===== src/logic/cpi_consts.svh =====
// Register offsets, field positions, reset values and limits of the CAN power and interrupt block
`ifndef CPI_CONSTS_SVH
`define CPI_CONSTS_SVH

// Register byte offsets
`define CPI_OFS_CTRL     12'h000
`define CPI_OFS_STAT     12'h004
`define CPI_OFS_RXFLAG   12'h008
`define CPI_OFS_RXEN     12'h00C
`define CPI_OFS_TXFLAG   12'h010
`define CPI_OFS_TXEN     12'h014
`define CPI_OFS_ERRCNT   12'h018
`define CPI_OFS_MODCTL2  12'h01C
`define CPI_OFS_TIMING_A 12'h020
`define CPI_OFS_TIMING_B 12'h024
`define CPI_OFS_FCTRL    12'h028
`define CPI_OFS_ACCEPT   12'h02C
`define CPI_OFS_MASK     12'h030

// Control register fields
`define CPI_CTRL_SLEEP_REQUEST   0
`define CPI_CTRL_SRES    1
`define CPI_CTRL_RST     2'h2

// Receive flag register fields
`define CPI_RX_FULL      0
`define CPI_RX_OVR       1
`define CPI_RX_BOFF      2
`define CPI_RX_TPAS      3
`define CPI_RX_RPAS      4
`define CPI_RX_TWRN      5
`define CPI_RX_RWRN      6
`define CPI_RX_WAKE      7

// Error thresholds
`define CPI_WARN_LIMIT   9'd96
`define CPI_PASS_LIMIT   9'd127
`define CPI_BOFF_LIMIT   9'd255

// Recessive bits needed to join the bus
`define CPI_IDLE_BITS    4'd11

`define CPI_BYTE_RST     8'h00
`define CPI_WORD_RST     32'h00000000
`define CPI_ONE_WORD     32'h00000001

`endif


===== src/logic/cpi_pkg.sv =====
// Types shared by the CAN power and interrupt block
package cpi_pkg;

  // Operating modes of the controller
  typedef enum logic [1:0] {
    CPI_NORMAL    = 2'b00,
    CPI_SLEEP     = 2'b01,
    CPI_SOFTRESET = 2'b10,
    CPI_POWERDOWN = 2'b11
  } cpi_mode_t;

endpackage

===== src/logic/cpi_can_ctrl.sv =====
// CAN controller interrupt, protection and low-power control with an AHB-Lite register slave
`timescale 1ns/100ps
`include "cpi_consts.svh"

module cpi_can_ctrl #(
  parameter int ADDR_W = 12,
  parameter int TX_BUFS = 3
) (
  // Clock and reset
  input  wire logic                clk,
  input  wire logic                nrst,
  // AHB-Lite slave
  input  wire logic                hsel,
  input  wire logic [ADDR_W-1:0]   haddr,
  input  wire logic [1:0]          htrans,
  input  wire logic                hwrite,
  input  wire logic [2:0]          hsize,
  input  wire logic [31:0]         hwdata,
  input  wire logic                hready,
  output logic      [31:0]         hrdata,
  output logic                     hreadyout,
  output logic                     hresp,
  // Protocol engine status
  input  wire logic                cpuStop,
  input  wire logic                bitTick,
  input  wire logic                rxPin,
  input  wire logic                engineTx,
  input  wire logic                engineRxBusy,
  input  wire logic                engineTxBusy,
  input  wire logic                frameDone,
  input  wire logic                bgBufferValid,
  input  wire logic [TX_BUFS-1:0]  txSent,
  input  wire logic [TX_BUFS-1:0]  txAborted,
  input  wire logic [8:0]          rxErrCount,
  input  wire logic [8:0]          txErrCount,
  // Engine control
  output logic                     engineRun,
  output logic                     copyAllowed,
  output logic                     abortAllowed,
  output logic [TX_BUFS-1:0]       txScheduled,
  output logic                     bus_tx_pin,
  // Interrupt lines
  output logic                     wakeIrq,
  output logic                     errorIrq,
  output logic                     rxIrq,
  output logic                     txIrq
);

  // ----------------------------------------------------------------
  // State
  // ----------------------------------------------------------------
  cpi_pkg::cpi_mode_t mode;
  logic       sleep_request;
  logic       soft_reset_lock;
  logic       sleep_acknowledge;
  logic [7:0] rx_flag_register;
  logic [7:0] rxEnable;
  logic [TX_BUFS-1:0] tx_empty_flag;
  logic [TX_BUFS-1:0] txEnable;
  logic [7:0] module_control_two;
  logic [7:0] bit_timing_reg_a;
  logic [7:0] bit_timing_reg_b;
  logic [7:0] filter_control_reg;
  logic [31:0] filter_accept_regs;
  logic [31:0] filter_mask_regs;
  logic       fgFull;
  logic       waking;
  logic       rxSeen;
  logic       synced;

  // Data-phase bookkeeping
  logic              dpWrite;
  logic              dpRead;
  logic [ADDR_W-1:0] dpAddr;
  logic [31:0]       next_rdata;

  // ----------------------------------------------------------------
  // Condition decode
  // ----------------------------------------------------------------
  logic [7:0] rxCond;
  logic       wakeEvent;
  logic       busActive;

  function automatic logic atLeast(input logic [8:0] cnt, input logic [8:0] lim);
    atLeast = cnt >= lim;
  endfunction

  // Sources raised by the engine, the error counters or the receive pin this cycle
  always_comb begin
    rxCond = `CPI_BYTE_RST;
    rxCond[`CPI_RX_FULL] = frameDone && bgBufferValid && !fgFull && mode == cpi_pkg::CPI_NORMAL;
    rxCond[`CPI_RX_OVR]  = frameDone && bgBufferValid && fgFull;
    rxCond[`CPI_RX_RWRN] = atLeast(rxErrCount, `CPI_WARN_LIMIT);
    rxCond[`CPI_RX_TWRN] = atLeast(txErrCount, `CPI_WARN_LIMIT);
    rxCond[`CPI_RX_RPAS] = rxErrCount > `CPI_PASS_LIMIT;
    rxCond[`CPI_RX_TPAS] = txErrCount > `CPI_PASS_LIMIT;
    rxCond[`CPI_RX_BOFF] = txErrCount > `CPI_BOFF_LIMIT;
    rxCond[`CPI_RX_WAKE] = wakeEvent;
  end

  // A dominant level on the receive pin while asleep or powered down
  assign busActive = !rxPin;
  assign wakeEvent = busActive && (mode == cpi_pkg::CPI_SLEEP || mode == cpi_pkg::CPI_POWERDOWN);

  // ----------------------------------------------------------------
  // AHB-Lite slave
  // ----------------------------------------------------------------
  logic addrOk;

  // Power-down shuts the register file off entirely
  assign addrOk = hsel && hready && htrans[1] && mode != cpi_pkg::CPI_POWERDOWN;

  always_ff @(posedge clk) begin
    if (!nrst) begin
      dpWrite <= 1'b0;
      dpRead  <= 1'b0;
      dpAddr  <= '0;
    end else if (hready) begin
      dpWrite <= addrOk && hwrite;
      dpRead  <= addrOk && !hwrite;
      dpAddr  <= haddr;
    end
  end

  // Zero wait states, always OKAY; constant, so reset needs no branch of its own
  always_ff @(posedge clk) begin
    hreadyout <= 1'b1;
    hresp     <= 1'b0;
  end

  logic wrCtrl;
  logic wrRxFlag;
  logic wrTxFlag;
  logic cfgWrite;

  assign wrCtrl   = dpWrite && dpAddr == `CPI_OFS_CTRL;
  assign wrRxFlag = dpWrite && dpAddr == `CPI_OFS_RXFLAG;
  assign wrTxFlag = dpWrite && dpAddr == `CPI_OFS_TXFLAG;
  assign cfgWrite = dpWrite && soft_reset_lock;

  // Read mux, registered in the address phase so hrdata is a flop
  always_comb begin
    next_rdata = `CPI_WORD_RST;
    unique case (haddr)
      `CPI_OFS_CTRL:     next_rdata[1:0] = {soft_reset_lock, sleep_request};
      `CPI_OFS_STAT:     next_rdata[3:0] = {synced, mode, sleep_acknowledge};
      `CPI_OFS_RXFLAG:   next_rdata[7:0] = rx_flag_register;
      `CPI_OFS_RXEN:     next_rdata[7:0] = rxEnable;
      `CPI_OFS_TXFLAG:   next_rdata[TX_BUFS-1:0] = tx_empty_flag;
      `CPI_OFS_TXEN:     next_rdata[TX_BUFS-1:0] = txEnable;
      `CPI_OFS_ERRCNT:   next_rdata[23:0] = {txErrCount[7:0], 7'h00, rxErrCount};
      `CPI_OFS_MODCTL2:  next_rdata[7:0] = module_control_two;
      `CPI_OFS_TIMING_A: next_rdata[7:0] = bit_timing_reg_a;
      `CPI_OFS_TIMING_B: next_rdata[7:0] = bit_timing_reg_b;
      `CPI_OFS_FCTRL:    next_rdata[7:0] = filter_control_reg;
      `CPI_OFS_ACCEPT:   next_rdata = filter_accept_regs;
      `CPI_OFS_MASK:     next_rdata = filter_mask_regs;
      default:           next_rdata = `CPI_WORD_RST;
    endcase
  end

  always_ff @(posedge clk) begin
    if (!nrst) begin
      hrdata <= `CPI_WORD_RST;
    end else if (addrOk && !hwrite) begin
      hrdata <= next_rdata;
    end
  end

  // ----------------------------------------------------------------
  // Control and configuration registers
  // ----------------------------------------------------------------
  // Sleep request may only be dropped once acknowledged; the error counters have no write path at all
  always_ff @(posedge clk) begin
    if (!nrst) begin
      sleep_request   <= 1'b0;
      soft_reset_lock <= 1'b1;
    end else if (wrCtrl) begin
      soft_reset_lock <= hwdata[`CPI_CTRL_SRES];
      if (hwdata[`CPI_CTRL_SLEEP_REQUEST] || sleep_acknowledge) begin
        sleep_request <= hwdata[`CPI_CTRL_SLEEP_REQUEST];
      end
    end else if (waking) begin
      sleep_request <= 1'b0;
    end
  end

  // Enables are free to change at any time
  always_ff @(posedge clk) begin
    if (!nrst) begin
      rxEnable <= `CPI_BYTE_RST;
      txEnable <= '0;
    end else if (dpWrite && dpAddr == `CPI_OFS_RXEN) begin
      rxEnable <= hwdata[7:0];
    end else if (dpWrite && dpAddr == `CPI_OFS_TXEN) begin
      txEnable <= hwdata[TX_BUFS-1:0];
    end
  end

  // Locked configuration, writable only while held in soft reset
  always_ff @(posedge clk) begin
    if (!nrst) begin
      module_control_two <= `CPI_BYTE_RST;
      bit_timing_reg_a   <= `CPI_BYTE_RST;
      bit_timing_reg_b   <= `CPI_BYTE_RST;
      filter_control_reg <= `CPI_BYTE_RST;
      filter_accept_regs <= `CPI_WORD_RST;
      filter_mask_regs   <= `CPI_WORD_RST;
    end else if (cfgWrite) begin
      unique case (dpAddr)
        `CPI_OFS_MODCTL2:  module_control_two <= hwdata[7:0];
        `CPI_OFS_TIMING_A: bit_timing_reg_a   <= hwdata[7:0];
        `CPI_OFS_TIMING_B: bit_timing_reg_b   <= hwdata[7:0];
        `CPI_OFS_FCTRL:    filter_control_reg <= hwdata[7:0];
        `CPI_OFS_ACCEPT:   filter_accept_regs <= hwdata;
        `CPI_OFS_MASK:     filter_mask_regs   <= hwdata;
        default:           filter_mask_regs   <= filter_mask_regs;
      endcase
    end
  end

  // ----------------------------------------------------------------
  // Flags
  // ----------------------------------------------------------------
  // Set beats clear; a still-present condition re-sets the flag
  always_ff @(posedge clk) begin
    if (!nrst) begin
      rx_flag_register <= `CPI_BYTE_RST;
    end else begin
      rx_flag_register <= (rx_flag_register & ~(wrRxFlag ? hwdata[7:0] : `CPI_BYTE_RST)) | rxCond;
    end
  end

  // Foreground buffer occupancy tracks the receive-full flag
  assign fgFull = rx_flag_register[`CPI_RX_FULL];

  // Buffers not scheduled show empty; software clears to schedule
  logic [TX_BUFS-1:0] next_txEmpty;
  assign next_txEmpty = (tx_empty_flag & ~(wrTxFlag ? hwdata[TX_BUFS-1:0] : '0)) | txSent | txAborted;

  always_ff @(posedge clk) begin
    if (!nrst) begin
      tx_empty_flag <= '1;
      txScheduled   <= '0;
    end else begin
      tx_empty_flag <= next_txEmpty;
      txScheduled   <= ~next_txEmpty; // Own flop, so the port needs no inverter
    end
  end

  // ----------------------------------------------------------------
  // Mode control
  // ----------------------------------------------------------------
  logic queueEmpty;
  cpi_pkg::cpi_mode_t next_mode;

  assign queueEmpty = &tx_empty_flag;

  // Stop wins; sleep waits until the engine has nothing left to finish
  always_comb begin
    next_mode = mode;
    waking    = 1'b0;
    if (cpuStop) begin
      next_mode = cpi_pkg::CPI_POWERDOWN;
    end else if (soft_reset_lock) begin
      next_mode = cpi_pkg::CPI_SOFTRESET;
      waking    = mode == cpi_pkg::CPI_SLEEP;
    end else if (mode == cpi_pkg::CPI_SLEEP) begin
      if (!sleep_request || busActive) begin
        next_mode = cpi_pkg::CPI_NORMAL;
        waking    = 1'b1;
      end
    end else if (sleep_request && !engineRxBusy && !(engineTxBusy || !queueEmpty)) begin
      next_mode = cpi_pkg::CPI_SLEEP;
    end else begin
      next_mode = cpi_pkg::CPI_NORMAL;
    end
  end

  always_ff @(posedge clk) begin
    if (!nrst) begin
      mode              <= cpi_pkg::CPI_SOFTRESET;
      sleep_acknowledge <= 1'b0;
    end else begin
      mode              <= next_mode;
      sleep_acknowledge <= next_mode == cpi_pkg::CPI_SLEEP;
    end
  end

  // Restart the bus-idle wait whenever the engine is not running normally
  always_ff @(posedge clk) begin
    if (!nrst) begin
      rxSeen <= 1'b0;
    end else begin
      rxSeen <= mode != cpi_pkg::CPI_NORMAL;
    end
  end

  cpi_idle_detect #(
    .BITS (`CPI_IDLE_BITS)
  ) u_idle (
    .clk     (clk),
    .nrst    (nrst),
    .restart (rxSeen),
    .bitTick (bitTick),
    .rxBit   (rxPin),
    .synced  (synced)
  );

  // Engine gating: protocol clocks stop outside normal mode; the transmit pin is held recessive with them
  always_ff @(posedge clk) begin
    if (!nrst) begin
      engineRun    <= 1'b0;
      copyAllowed  <= 1'b0;
      abortAllowed <= 1'b0;
      bus_tx_pin   <= 1'b1;
    end else begin
      engineRun    <= next_mode == cpi_pkg::CPI_NORMAL && synced;
      copyAllowed  <= next_mode == cpi_pkg::CPI_NORMAL;
      abortAllowed <= next_mode == cpi_pkg::CPI_NORMAL;
      bus_tx_pin   <= next_mode == cpi_pkg::CPI_NORMAL ? engineTx : 1'b1;
    end
  end

  // ----------------------------------------------------------------
  // Interrupt outputs
  // ----------------------------------------------------------------
  // Levels stay up while any enabled flag remains set; wake keeps the acknowledge seen at the event
  always_ff @(posedge clk) begin
    if (!nrst) begin
      wakeIrq  <= 1'b0;
      errorIrq <= 1'b0;
      rxIrq    <= 1'b0;
      txIrq    <= 1'b0;
    end else begin
      wakeIrq  <= (rx_flag_register[`CPI_RX_WAKE] || wakeEvent) && rxEnable[`CPI_RX_WAKE]
                  && (sleep_acknowledge || wakeIrq);
      errorIrq <= |(rx_flag_register[6:1] & rxEnable[6:1]);
      rxIrq    <= rx_flag_register[`CPI_RX_FULL] && rxEnable[`CPI_RX_FULL];
      txIrq    <= |(tx_empty_flag & txEnable);
    end
  end

endmodule


===== src/logic/cpi_idle_detect.sv =====
// Counter of consecutive recessive bits that releases the controller onto the bus
`timescale 1ns/100ps
`include "cpi_consts.svh"

module cpi_idle_detect #(
  parameter int BITS = 11
) (
  // Clock and reset
  input  wire logic clk,
  input  wire logic nrst,
  // Bit stream
  input  wire logic restart,
  input  wire logic bitTick,
  input  wire logic rxBit,
  // Result
  output logic      synced
);

  logic [3:0] count;

  // A dominant bit before sync restarts the count, so a waking frame is dropped
  always_ff @(posedge clk) begin
    if (!nrst || restart) begin
      count  <= 4'h0;
      synced <= 1'b0;
    end else if (bitTick && !synced) begin
      if (!rxBit) begin
        count <= 4'h0;
      end else if (count == 4'(BITS - 1)) begin
        synced <= 1'b1;
      end else begin
        count <= count + 4'h1;
      end
    end
  end

endmodule


===== config.mk =====
export PLATFORM = sky130hd
export DESIGN_NAME = cpi_can_ctrl
export DESIGN_NICKNAME = d
export VERILOG_FILES = /design/src/logic/cpi_pkg.sv /design/src/logic/cpi_can_ctrl.sv /design/src/logic/cpi_idle_detect.sv
export VERILOG_INCLUDE_DIRS = /design/src /design/src/logic
export SDC_FILE = /design/constraint.sdc
export NUM_CORES = 1
export LEC_CHECK = 0
export BUFFER_PORTS_ARGS = -buffer_cell sky130_fd_sc_hd__buf_2
export CORE_ASPECT_RATIO = 1.5
export CORE_MARGIN = 2
export CORE_UTILIZATION = 38
export CTS_CLUSTER_DIAMETER = 30
export DETAILED_ROUTE_END_ITERATION = 10
export GPL_TIMING_DRIVEN = 0
export SLEW_MARGIN = 5
export SYNTH_ARGS = -nofsm -noshare
export SYNTH_HDL_FRONTEND = slang
export SYNTH_HIERARCHICAL = 1
export SYNTH_SLANG_ARGS = --single-unit

===== constraint.sdc =====
create_clock -name clk -period 1.8 [get_ports clk]
set_input_delay 0.18 -clock clk [delete_from_list [all_inputs] [get_ports clk]]
set_output_delay 0.18 -clock clk [all_outputs]
set_load 0.1 [all_outputs]

# [Yosys cells after proc, flatten, opt, wreduce, memory -nomap -nowiden]
# Index checks and enable logic that the tools add are counted.
[word_totals] ff_bits=184 inputBits=86 output_inout_bits=45 wordCells=155
[classes] addsub=1 n_lt_le_gt_ge=5 eq_ne=29 mux=22 bitwise_logic=11 reduce_logical=59
[ops] op="$eq 12x6->1 const B" n=10
[ops] op="$eq 12x5->1 const B" n=7
[ops] op="$eq 12x4->1 const B" n=4
[ops] op="$pmux 16 s3" n=1
[ops] op="$pmux 4 s9" n=1
[ops] op="$pmux 2 s13" n=1
[ops] op="$logic_not 12->1" n=2
[ops] op="$logic_and 1x1->1" n=23
[ops] op="$reduce_and 2->1" n=10
[ops] op="$ge 9x7->1 const B" n=2
[ops] op="$gt 9x7->1 const B" n=2
[ops] op="$pmux 8 s2" n=1
[ops] op="$eq 12x3->1 const B" n=1
[ops] op="$pmux 1 s12" n=1
[ops] op="$pmux 1 s10" n=1
[ops] op="$gt 9x8->1 const B" n=1
[ops] op="$logic_not 1->1" n=9
[ops] op="$and 8x8->8" n=1
[ops] op="$mux 1" n=8
[ops] op="$mux 2" n=4
[ops] op="$mux 4" n=2
[ops] op="$mux 8" n=1
[ops] op="$not 8->8" n=1
[ops] op="$or 8x8->8" n=1
[ops] op="other kinds (18)" n=32

# [Longest topological paths before layout]
[logic_depth] depth_word=11 depth_mapped=9

# [Cells and area by module]
# The synthesis kept the hierarchy.
[modules_own_cells] mod="cpi_can_ctrl" instances=1 cells_each=893 area_each_um2=7532.2
[modules_own_cells] mod="cpi_idle_detect" instances=1 cells_each=32 area_each_um2=271.5

# [Least setup slack after synthesis]
# Ideal clock, no wire load.
[synth_path] path_kind="register to register" startpoint="register dpAddr[6]" endpoint="register rx_flag_register[5]" setup_ns=0.128 arrival_ns=1.570 required_time_ns=1.672 setup_slack_ns=0.102 stages_incl_launch_ff=8 n_path_buf=1 cell_sequence="dfxtp_1 > nor4b_2 > and4bb_4 > and3_1 > buf_6 > a21boi_2 > a2111oi_2 > nor2_1"
[synth_between] elab_chain_len=6
[synth_rtl] element="start: declaration" line_no="cpi_can_ctrl.sv:74" rtl="logic [ADDR_W-1:0] dpAddr;"
[synth_rtl] element="start signal: assignment" line_no="cpi_can_ctrl.sv:121" rtl="dpAddr <= haddr;"
[synth_rtl] element="$eq 12x4->1 (no line)"
[synth_rtl] element="$logic_and 1x1->1 (no line)"
[synth_rtl] element="$mux 8 (no line)"
[synth_rtl] element="$not 8->8" line_no="cpi_can_ctrl.sv:230" rtl="rx_flag_register <= (rx_flag_register & ~(wrRxFlag ? hwdata[7:0] : `CPI_BYTE_RST)) | rxCond;"
[synth_rtl] element="$and 8x8->8" line_no="cpi_can_ctrl.sv:230"
[synth_rtl] element="$or 8x8->8" line_no="cpi_can_ctrl.sv:230"
[synth_rtl] element="end signal: assignment" line_no="cpi_can_ctrl.sv:228" rtl="rx_flag_register <= `CPI_BYTE_RST;"
[synth_rtl] element="end signal: assignment" line_no="cpi_can_ctrl.sv:230"
[synth_rtl] element="end: declaration" line_no="cpi_can_ctrl.sv:56" rtl="logic [7:0] rx_flag_register;"
# No other way between the ends.
# A chain may end at the register's enable or synchronous reset.

# [Final worst setup path]
[layout_path] startpoint="register dpAddr[8]" endpoint="register filter_accept_regs[3]"
[layout_between] elab_chain_len=2
[layout_rtl] element="$eq 12x6->1" line_no="cpi_can_ctrl.sv:210" rtl="unique case (dpAddr)"
[layout_rtl] element="$reduce_and 2->1 (no line)"
[layout_rtl] element="end signal: assignment" line_no="cpi_can_ctrl.sv:207" rtl="filter_accept_regs <= `CPI_WORD_RST;"
[layout_rtl] element="end signal: assignment" line_no="cpi_can_ctrl.sv:215" rtl="`CPI_OFS_ACCEPT: filter_accept_regs <= hwdata;"
[layout_rtl] element="end: declaration" line_no="cpi_can_ctrl.sv:64" rtl="logic [31:0] filter_accept_regs;"
# No other way between the ends.

==> summary.md <==
| Metric | Value |
|---|---|
| WL/cell | `19.6 um` |
| Max VDD drop | `between 0.5 and 0.6 mV` |
| Clk Latency, worst-skew pair | `0.44 ns` |
| Max transition margin | `between 40% and 50%` |
| Max clock buf depth | `2` |
| Share of layout cells above drive strength 1 | `about 28%` |
| Initial antenna violation count | `0` |
| Worst Max-Slew Pin Slew | `just under 0.9 ns` |
| Post-synth EDFFs | `0` |
| Core ar. | `around 20,000 um^2` |
| Startpoint types | `flip-flop` |
| Via count | `7,493` |
| Synth Register Bits | `roughly 180` |
| Final setup violation count | `68` |
| Vias in the first global route | `between 6k and 7k` |
| Syn Inst Count | `about 930` |
| Commonest non-fill, non-tap cell in the layout | `dfxtp_1` |
| FP Rows | `64` |
| DRC violations left | `0` |
| RSZ-0062 raised after global routing | `yes` |
| Asr flop ratio synth | `0%` |
| Gpl congestion | `around 0.94` |
| Nets | `1,189` |
| CP Data Arrival Time | `~2.3 ns` |
| Root buffer cell | `clkbuf_16` |
| Gr ovfl total | `0` |
| DRT antenna net count | `0` |
| Drt first pass iters | `5` |
| Min-Delay Path Class | `in -> reg` |
| H-tree levels | `4` |
| I/O pin total | `approximately 130` |
| TritonCTS buffer count | `17` |
| Clock Sinks | `around 180` |
| Leak | `~4.2 nW` |
| Final worst slack | `-0.0861 ns` |
| Worst Skew | `0.0116 ns` |
| Largest net degree at the start of global routing | `18` |
| CP Capture Type | `flip-flop` |
| DPL Wire Length | `approximately 19,000 um` |
| Max-cap violations | `0` |
| Vias/cell | `between 5 and 6` |
| Setup tns final | `-2.37 ns` |
| FMAX | `~530 MHz` |
| Tcrit/Tclk final | `105%` |
| Chip width | `roughly 120 um` |
| Ys flop type | `dfxtp_1` |
| Most frequent cells in the layout | `183 x dfxtp_1, 139 x nand2_1, 126 x buf_2` |
| TritonCTS clock tree | `built` |
| Drt total wl | `approximately 27,000 um` |
| Synthesized cell area | `7800 um^2` |
| Req. time, crit path | `2.17 ns` |
| Overall Power | `between 8 and 9 mW` |
| Clock-pin transition on the worst setup and hold timing paths | `~0.07 ns` |
| Syn_nets | `about 1k` |
| Netlist cell types | `64` |
| All-Layer GR Usage | `23.8%` |
| Outcome | `complete, but fails checks` |
| First-pass GRT wire length | `roughly 40,000 um` |
| Starting Density | `38.5%` |
| Failing checks | `negative setup slack` |
| Chip height | `between 150 and 200 um` |
| Area growth, synth to finish | `32.4%` |
| Yosys warnings | `6` |
| WS Path Type | `reg -> reg` |
| Seq/Total Area, Yosys | `between 40 and 50%` |
| Final number of hold-violating endpoints | `0` |
| Die Area | `~22,000 um^2` |
| Syn Area/Cell | `around 8.4 um^2` |
| 1st-iter DRT viols | `approximately 600` |
| PortBufs | `around 110` |
| Clock period minus final worst setup slack | `about 1.9 ns` |
| Biggest regs | `filter_accept_regs: 32 flops, filter_mask_regs: 32 flops, hrdata: 32 flops` |
| Pre-CTS worst setup slack | `-0.293 ns` |
| Final Max Slew Viols | `0` |
| Largest fanout on the critical path | `8` |
| P per Cell Area | `around 840 nW/um^2` |
| Antenna Cells | `0` |
## logic make-up after synthesis
group	share of synthesized area, %
mux	8.31
flops	47.2
compound gates	17.5
fa+ha+maj	0.321
buf+inv	5.27
other cells	0.0962
simple gates	21.3
## cells in the mapped netlist (all sizes together), types with 3 or more instances
| master | number | area (um^2) |
|---|---|---|
| clkbuf | 45 | 170 |
| a221oi | 25 | 219 |
| a32oi | 4 | 35.0 |
| a31oi | 5 | 31.3 |
| buf | 32 | 215 |
| nor2 | 98 | 370 |
| nor3 | 11 | 65.1 |
| a311oi | 3 | 26.3 |
| nand2 | 179 | 674 |
| a22o | 3 | 26.3 |
| o31ai | 3 | 22.5 |
| a21oi | 102 | 510 |
| mux2 | 4 | 45.0 |
| nand3 | 32 | 165 |
| and3 | 11 | 68.8 |
| nor2b | 7 | 43.8 |
| o2111a | 3 | 33.8 |
| and2 | 4 | 25.0 |
| nand2b | 6 | 37.5 |
| mux2i | 58 | 581 |
| dfxtp | 184 | 3680 |
| inv | 6 | 22.5 |
| nand4b | 3 | 26.3 |
| a22oi | 11 | 82.6 |
| o21ai | 39 | 195 |
| nand4 | 5 | 31.3 |
| o22ai | 3 | 18.8 |
## power by group
group,internal (mW),switching (mW)
clock,1.99,1.74
sequential,4.11,0.0434
combinational,0.242,0.541
## path summary, 6_finish.rpt
path | startpoint | end | slack, ns | cells after the start
max | dpAddr[8] | filter_accept_regs[3] | -0.09 | 8
min | haddr[7] | dpAddr[7] | 0.005 | 3
max reg2reg | dpAddr[8] | filter_accept_regs[3] | -0.09 | 8
min reg2reg | filter_mask_regs[20] | hrdata[20] | 0.45 | 2
## per-stage QoR
stage | cells | cell area (um^2) | hold slack [ns] | util (%)
finish | 1378 | 10300 | 0.00469 | 51.0
detailed placement | 1301 | 8690 | 0.368 | 42.9
floorplan | 925 | 7800 | 0.281 | -
global route | 1378 | 10300 | 0.0279 | 51.0
global placement | 1301 | 8690 | 0.377 | 42.9
CTS | 1370 | 9730 | 0.00289 | 48.0
## per-layer routing
| metal | global-route usage (%) | routed length [um] |
|---|---|---|
| met5 | 0 | 0 |
| met4 | 9.91 | 930 |
| met3 | 4.00 | 1500 |
| met2 | 42.8 | 14100 |
| met1 | 27.5 | 10500 |
## critical path, stage by stage (launching register included)
cell,delay [ns]
dfxtp_2,0.34
nor4b_4,0.34
nand2_2,0.16
nor3_4,0.26
and2_4,0.21
buf_12,0.14
buf_8,0.15
nand2_4,0.06
a21oi_2,0.15
## timing repair
item | CTS | global route
gates cloned | 0 | 4
endpoints found under the hold margin | 52 | 0
setup endpoints to repair | 145 | 143
pin swaps | 6 | 56
hold buffers | 34 | 0
resized for setup | 28 | 144
buffers inserted | 4 | 6
## cell type report
cell class | instances | area (um^2)
repair buffers | 160 | 1090
well taps | 264 | 330
clock buffers | 19 | 443
inverters | 7 | 26.3
fillers | 1988 | 9930
multi-input cells | 657 | 4170
clock inverters | 13 | 135
flip-flops and latches | 184 | 3680
plain buffers | 74 | 455
No activity file was read; power rests on OpenSTA's default activity.
